<file path="src/fesl_pkg.sv">
package fesl_pkg;
    // Register byte offsets
    localparam logic [7:0] OFS_FILL_STATUS = 8'h00;
    localparam logic [7:0] OFS_FILL_ADDR   = 8'h04;
    localparam logic [7:0] OFS_BUS_STATUS  = 8'h08;
    localparam logic [7:0] OFS_XLATE_STAT  = 8'h0C;
    localparam logic [7:0] OFS_CACHE_CTRL  = 8'h10;
    localparam logic [7:0] OFS_IRQ_STATUS  = 8'h14;
    localparam logic [7:0] OFS_IRQ_MASK    = 8'h18;
    // fill_error_status fields
    localparam int FS_LOCK    = 0;
    localparam int FS_RDE     = 1;
    localparam int FS_TMO     = 2;
    localparam int FS_LOST    = 3;
    localparam int FS_WRITE   = 4;
    localparam int FS_OWNERSHIP_READ   = 5;
    localparam int FS_RQDONE  = 6;
    localparam int FS_COUNT   = 7;
    localparam int COUNT_W    = 2;
    localparam logic [1:0] COUNT_IO = 2'h3;
    // bus_interface_error_status fields
    localparam int BS_NOACK   = 0;
    localparam int BS_LOSTOE  = 1;
    // translation_status fields
    localparam int TS_PTE     = 0;
    localparam int TS_PTEWR   = 1;
    // cache_control fields
    localparam int CC_ETM     = 0;
    // Interrupt status and mask fields
    localparam int IRQ_W      = 4;
    localparam int IQ_HARD    = 0;
    localparam int IQ_FILL    = 1;
    localparam int IQ_REFUSE  = 2;
    localparam int IQ_PTE     = 3;
    // Reset values
    localparam logic [31:0]      RST_ADDR = 32'h0000_0000;
    localparam logic [IRQ_W-1:0] RST_MASK = 4'h0;
    localparam logic [IRQ_W-1:0] RST_IST  = 4'h0;
endpackage : fesl_pkg

</file>
<file path="src/fesl_logger.sv">
// The address map and the APB interface to the registers were chosen for this implementation.
`timescale 1ns/1ps
module fesl_logger (
    // Clock and reset
    input  wire logic        clk_i,
    input  wire logic        resetn_i,
    // APB slave
    input  wire logic        psel_i,
    input  wire logic        penable_i,
    input  wire logic        pwrite_i,
    input  wire logic [7:0]  paddr_i,
    input  wire logic [31:0] pwdata_i,
    output logic [31:0]      prdata_o,
    output logic             pready_o,
    output logic             pslverr_o,
    // Fill error reports from the cache controller
    input  wire logic        fill_err_i,
    input  wire logic        fill_timeout_i,
    input  wire logic        fill_write_i,
    input  wire logic        fill_ownership_read_i,
    input  wire logic        fill_mbox_write_i,
    input  wire logic        fill_pte_i,
    input  wire logic        pte_ref_write_i,
    input  wire logic [1:0]  fill_count_i,
    input  wire logic        fill_req_done_i,
    input  wire logic        fill_io_i,
    input  wire logic [31:0] fill_addr_i,
    // Bridge refusals and lock traffic
    input  wire logic        refuse_i,
    input  wire logic        refuse_write_i,
    input  wire logic        bad_write_data_i,
    input  wire logic        lock_ownership_read_i,
    input  wire logic        unlock_write_i,
    // Actions towards the cache controller
    output logic             disown_write_o,
    output logic             mbox_write_send_o,
    output logic             tag_invalidate_o,
    output logic [31:0]      invalidate_addr_o,
    output logic             machine_check_o,
    output logic             tb_miss_abort_o,
    output logic             write_discard_o,
    output logic             error_transition_mode_o,
    output logic             irq_o
);

    typedef struct packed {
        logic [8:0]                   fsts;
        logic [31:0]                  faddr;
        logic [1:0]                   bsts;
        logic [1:0]                   xsts;
        logic                         etm;
        logic [fesl_pkg::IRQ_W-1:0]   ist;
        logic [fesl_pkg::IRQ_W-1:0]   imask;
        logic                         lock_pend;
        logic                         rd_done;
        logic [31:0]                  prdata;
        logic                         disown;
        logic                         wsend;
        logic                         inval;
        logic [31:0]                  inval_addr;
        logic                         mchk;
        logic                         abort;
        logic                         discard;
    } fesl_state_t;

    fesl_state_t st_reg;
    fesl_state_t st_next;

    logic        access;
    logic        wr_hit;
    logic        mapped;
    logic [31:0] rd_mux;
    logic [31:0] w1c;
    logic [1:0]  cnt;
    logic        locked;

    always_comb begin
        mapped = 1'b1;
        case (paddr_i)
            fesl_pkg::OFS_FILL_STATUS: rd_mux = {23'h0, st_reg.fsts};
            fesl_pkg::OFS_FILL_ADDR:   rd_mux = st_reg.faddr;
            fesl_pkg::OFS_BUS_STATUS:  rd_mux = {30'h0, st_reg.bsts};
            fesl_pkg::OFS_XLATE_STAT:  rd_mux = {30'h0, st_reg.xsts};
            fesl_pkg::OFS_CACHE_CTRL:  rd_mux = {31'h0, st_reg.etm};
            fesl_pkg::OFS_IRQ_STATUS:  rd_mux = {28'h0, st_reg.ist};
            fesl_pkg::OFS_IRQ_MASK:    rd_mux = {28'h0, st_reg.imask};
            default: begin
                rd_mux = 32'h0000_0000;
                mapped = 1'b0;
            end
        endcase
    end

    assign access    = psel_i && penable_i;
    assign pready_o  = st_reg.rd_done;
    assign pslverr_o = access && st_reg.rd_done && !mapped;
    assign wr_hit    = access && st_reg.rd_done && pwrite_i && mapped;
    assign w1c       = pwdata_i;
    assign locked    = st_reg.fsts[fesl_pkg::FS_LOCK];
    // I/O space fills always report the full count
    assign cnt       = fill_io_i ? fesl_pkg::COUNT_IO : fill_count_i;

    always_comb begin
        st_next = st_reg;
        st_next.disown  = 1'b0;
        st_next.wsend   = 1'b0;
        st_next.inval   = 1'b0;
        st_next.mchk    = 1'b0;
        st_next.abort   = 1'b0;
        st_next.discard = 1'b0;

        // One wait state lets read data come from a flop
        if (access && !st_reg.rd_done) begin
            st_next.rd_done = 1'b1;
            st_next.prdata  = rd_mux;
        end else begin
            st_next.rd_done = 1'b0;
        end

        // Software clears come first so that hardware sets win
        if (wr_hit) begin
            case (paddr_i)
                fesl_pkg::OFS_FILL_STATUS: begin
                    st_next.fsts[3:0] = st_reg.fsts[3:0] & ~w1c[3:0];
                end
                fesl_pkg::OFS_BUS_STATUS: begin
                    st_next.bsts = st_reg.bsts & ~w1c[1:0];
                end
                fesl_pkg::OFS_XLATE_STAT: begin
                    st_next.xsts = st_reg.xsts & ~w1c[1:0];
                end
                fesl_pkg::OFS_CACHE_CTRL: begin
                    st_next.etm = st_reg.etm & ~w1c[0];
                end
                fesl_pkg::OFS_IRQ_STATUS: begin
                    st_next.ist = st_reg.ist & ~w1c[fesl_pkg::IRQ_W-1:0];
                end
                fesl_pkg::OFS_IRQ_MASK: begin
                    st_next.imask = w1c[fesl_pkg::IRQ_W-1:0];
                end
                default: begin
                    st_next.imask = st_reg.imask;
                end
            endcase
        end

        // Read-lock tracking for the disown write
        if (lock_ownership_read_i) begin
            st_next.lock_pend = 1'b1;
        end
        if (unlock_write_i && st_reg.lock_pend) begin
            st_next.disown    = 1'b1;
            st_next.lock_pend = 1'b0;
        end

        if (fill_err_i) begin
            if (locked) begin
                st_next.fsts[fesl_pkg::FS_LOST] = 1'b1;
                if (fill_write_i) begin
                    st_next.ist[fesl_pkg::IQ_HARD] = 1'b1;
                end
            end else begin
                st_next.fsts[fesl_pkg::FS_LOCK]   = 1'b1;
                st_next.fsts[fesl_pkg::FS_RDE]    = !fill_timeout_i;
                st_next.fsts[fesl_pkg::FS_TMO]    = fill_timeout_i;
                st_next.fsts[fesl_pkg::FS_WRITE]  = fill_write_i;
                st_next.fsts[fesl_pkg::FS_OWNERSHIP_READ]  = fill_ownership_read_i;
                st_next.fsts[fesl_pkg::FS_RQDONE] = fill_req_done_i;
                st_next.fsts[fesl_pkg::FS_COUNT +: fesl_pkg::COUNT_W] = cnt;
                st_next.faddr = fill_addr_i;
            end
            st_next.ist[fesl_pkg::IQ_FILL] = 1'b1;
            if (fill_ownership_read_i) begin
                st_next.etm        = 1'b1;
                st_next.inval      = 1'b1;
                st_next.inval_addr = fill_addr_i;
            end
            if (!fill_req_done_i) begin
                st_next.mchk = 1'b1;
            end
            if (fill_ownership_read_i && fill_timeout_i && fill_mbox_write_i) begin
                st_next.wsend = 1'b1;
            end
            if (fill_pte_i) begin
                st_next.xsts[fesl_pkg::TS_PTE] = 1'b1;
                st_next.abort = 1'b1;
                st_next.ist[fesl_pkg::IQ_PTE] = 1'b1;
                if (pte_ref_write_i) begin
                    st_next.xsts[fesl_pkg::TS_PTEWR] = 1'b1;
                    st_next.discard = 1'b1;
                end
            end
        end

        if (refuse_i) begin
            // Every refusal is hard, writes (incl. the write after a timeout) too
            st_next.ist[fesl_pkg::IQ_HARD]   = 1'b1;
            st_next.ist[fesl_pkg::IQ_REFUSE] = 1'b1;
            if (!refuse_write_i) begin
                if (st_reg.bsts[fesl_pkg::BS_NOACK]) begin
                    st_next.bsts[fesl_pkg::BS_LOSTOE] = 1'b1;
                end else begin
                    st_next.bsts[fesl_pkg::BS_NOACK] = 1'b1;
                end
            end
        end
        if (bad_write_data_i && st_reg.bsts[fesl_pkg::BS_NOACK]) begin
            st_next.bsts[fesl_pkg::BS_LOSTOE] = 1'b1;
        end
    end

    always_ff @(posedge clk_i or negedge resetn_i) begin
        if (!resetn_i) begin
            st_reg <= '{fsts: 9'h000, faddr: fesl_pkg::RST_ADDR, bsts: 2'h0, xsts: 2'h0,
                        etm: 1'b0, ist: fesl_pkg::RST_IST, imask: fesl_pkg::RST_MASK,
                        lock_pend: 1'b0, rd_done: 1'b0, prdata: 32'h0000_0000,
                        disown: 1'b0, wsend: 1'b0, inval: 1'b0,
                        inval_addr: fesl_pkg::RST_ADDR, mchk: 1'b0, abort: 1'b0,
                        discard: 1'b0};
        end else begin
            st_reg <= st_next;
        end
    end

    assign prdata_o                = st_reg.prdata;
    assign disown_write_o          = st_reg.disown;
    assign mbox_write_send_o       = st_reg.wsend;
    assign tag_invalidate_o        = st_reg.inval;
    assign invalidate_addr_o       = st_reg.inval_addr;
    assign machine_check_o         = st_reg.mchk;
    assign tb_miss_abort_o         = st_reg.abort;
    assign write_discard_o         = st_reg.discard;
    assign error_transition_mode_o = st_reg.etm;
    assign irq_o                   = |(st_reg.ist & st_reg.imask);

    logic [31:0] fill_err_addr_view;
    assign fill_err_addr_view = st_reg.faddr;
endmodule : fesl_logger

</file>
<file path="config.mk">
export PLATFORM = sky130hd
export DESIGN_NAME = fesl_logger
export DESIGN_NICKNAME = d
export VERILOG_FILES = /design/src/fesl_pkg.sv /design/src/fesl_logger.sv
export SDC_FILE = /design/constraint.sdc
export NUM_CORES = 1
export LEC_CHECK = 0
export ABC_AREA = 1
export BUFFER_PORTS_ARGS = -buffer_cell sky130_fd_sc_hd__buf_2
export CAP_MARGIN = 30
export CELL_PAD_IN_SITES_DETAIL_PLACEMENT = 1
export CELL_PAD_IN_SITES_GLOBAL_PLACEMENT = 1
export CORE_UTILIZATION = 31
export CTS_CLUSTER_SIZE = 12
export DETAILED_ROUTE_END_ITERATION = 12
export PLACE_DENSITY_LB_ADDON = 0.1
export SYNTH_ARGS = -nofsm -noshare
export SYNTH_HDL_FRONTEND = slang
export SYNTH_SLANG_ARGS = --single-unit
</file>
<file path="constraint.sdc">
create_clock -name clk_i -period 2.78 [get_ports clk_i]
set_input_delay 0.417 -clock clk_i [delete_from_list [all_inputs] [get_ports clk_i]]
set_output_delay 0.417 -clock clk_i [all_outputs]
set_load 0.02 [all_outputs]
</file>
==> run metrics <==
wire per inst=15.29 µm; commonest non-fill, non-tap cells in the layout=229 x nand2_1, 137 x buf_2, 126 x dfrtp_1; Synth Cell Area=5746 µm²; RSZ-0062 raised after global routing=no; gr ovfl total=0; post-cts sizing count=0; drt pass-1 iters=9; Tmin final=2035 ps; global-route wire length before repair=24.89 mm; NumNets Final=827; Max Cap Viol=0; clk slew on worst S/H paths=60 ps; Hold Path Class=in2async; pin count of the biggest net entering global routing=70; number of H-tree levels=4; IO Pins=167; row count=49; EDFF count, synth=0; CP Launch Type=flip-flop; register area share after synthesis=54.88%; top cell type's share of synthesized area=54.88%; DR vias/cell=4.493; non-filler cells, final=976; post-synth top area cell=dfrtp_1; Worst R2R End=prdata_o[31]; Max Clock Freq=491.4 MHz; worst-skew pair later-pin latency=410 ps; outcome=finished with violations; CP max stage delay=690 ps; Post-CTS Hold Fix Bufs=0; async set or reset register ratio after synthesis=100.0%; critical path's slowest cell=nor2_1; vias in the first global route=4749; port bufs=138; CP cell instances=nor2_1, inv_2, buf_12, o31ai_1; Routed Antenna Nets=0; fin area=6855 µm²; RR Startpoint=pready_o; CP max FO=46; worst reg2reg path depth=4; top cells by area, synth=dfrtp_1 55%, nand2_1 15%, buf_4 8.5%; Synth Instances=656; fin crit share=73.20%; worst reg2reg setup slack=740 ps; initial core utilization=31.77%; drt drc=16; initial antenna violation count=0; Syn. warnings=0; max_slew headroom=40.55%; violated checks=DRC; number of post-CTS setup repair buffers=0; Setup TNS=0 ps; Core Region=18090 µm²; commonest non-fill, non-tap cell in the layout=nand2_1; GPL Wtd Cong=0.7892; DIE WIDTH=138.1 µm; worst slew pin tran=888.4 ps; Placed Instance Area=6226 µm²; antenna cells=0; Critical Path AT=2340 ps; P per Cell Area=755.9 nW/µm²; Root Driver=clkbuf_16; buffers and inverters on the worst path=2; Longest Clk Path Bufs=2; maximum vdd ir drop=0.4332 mV; DRT iter0 DRCs=141; Critical Path Sink Type=flip-flop; Distinct cells, synth=31; fill count=2152; via count=4385; endpoints failing hold=0; Die Area=19080 µm²; CTS tree=built; Critical Path RT=3090 ps; Avg Cell Area, Syn=8.758 µm²; area grow syn2layout=19.32%; leakage=3.636 nW; total CTS buffers=17; syn nets=749; Synth Flop Type=dfrtp_1; Final Max Slew Viols=0; CP top delay family=simple AND/OR/NAND/NOR gates; type of the worst setup path=reg2reg; WL final=14.92 mm; layout cells sized above 1=27.84%; Setup Viol. Count Final=0; Clock Sinks=126; die height=138.1 µm; HPWL after DPL=10.48 mm; clock skew=6.691 ps; Yosys reg bits=126; All-Layer GR Usage=16.75%; Inst Count DP=944
==> metrics by stage <==
step | setup WS [ps] | total power [mW] | hold slack [ps] | utilization [%]
floorplan | 1315 | 2.674 | 121.4 | -
global placement | 627.5 | 2.847 | 455.7 | 34.42
detailed placement | 558.7 | 2.886 | 460.1 | 34.42
CTS | 709.0 | 5.277 | 40.05 | 37.90
global route | 526.7 | 5.449 | 62.35 | 37.90
finish | 745.0 | 5.182 | 18.10 | 37.90
==> metal layers <==
metal  share of wire, %  track usage (%)  wire length, µm
met5                  0                0                0
met4               0.89            5.145              133
met3                4.2            4.364              630
met2                 48            28.06             7201
met1                 47            21.21             6955
==> power breakdown <==
group	internal, mW	switching, mW
sequential	2.10	0.0955
combinational	0.209	0.437
clock	1.53	0.813
total	3.84	1.34
==> area by class of cell <==
type	instances	area, µm²	area share (%)
flip-flops and latches	126	3153	45.99
multi-input cells	376	1765	25.75
repair buffers	146	769.5	11.22
clock buffers	23	498.0	7.264
well taps	229	286.5	4.180
inverters	67	251.5	3.669
clock inverters	9	131.4	1.916
==> synth_stat cells, types with 2 or more instances <==
| library cell | number |
|---|---|
| buf_4 | 65 |
| buf_2 | 4 |
| nand2_1 | 230 |
| nor2_2 | 6 |
| o21ai_1 | 4 |
| o31ai_1 | 23 |
| o21ai_0 | 49 |
| o22ai_1 | 5 |
| dfrtp_1 | 126 |
| nand4_1 | 4 |
| nand3_1 | 12 |
| nor2_4 | 3 |
| buf_1 | 2 |
| clkbuf_1 | 15 |
| a21oi_1 | 5 |
| nor2_1 | 16 |
| o21ai_2 | 6 |
| inv_1 | 61 |
| nand2_4 | 3 |
| inv_2 | 6 |
==> cell families (layout without fill, tap and decap cells) <==
kind of cell    after synthesis  after routing  synth area share [%]
flops                       126            126                 54.88
compound gates               95             95                 10.08
buf+inv                     154            245                 14.53
simple gates                281            281                 20.51
==> worst register-to-register path, cell delays in order (launching register included) <==
cell     delay (ps)
dfrtp_1         380
nor2_1          690
inv_2           310
buf_12          270
o31ai_1         290
==> worst max-delay path by stage <==
| stage | startpoint | to | slack, ps | depth (start not counted) |
|---|---|---|---|---|
| floorplan | paddr_i[0] | pslverr_o | 1310 | 6 |
| global placement | psel_i | prdata_o[14] | 630 | 6 |
| detailed placement | psel_i | prdata_o[22] | 560 | 6 |
| CTS | pready_o | prdata_o[31] | 710 | 4 |
| global route | pready_o | prdata_o[16] | 530 | 4 |
| finish | pready_o | prdata_o[31] | 740 | 4 |
Note: power is estimated with default switching activity, not from simulation.
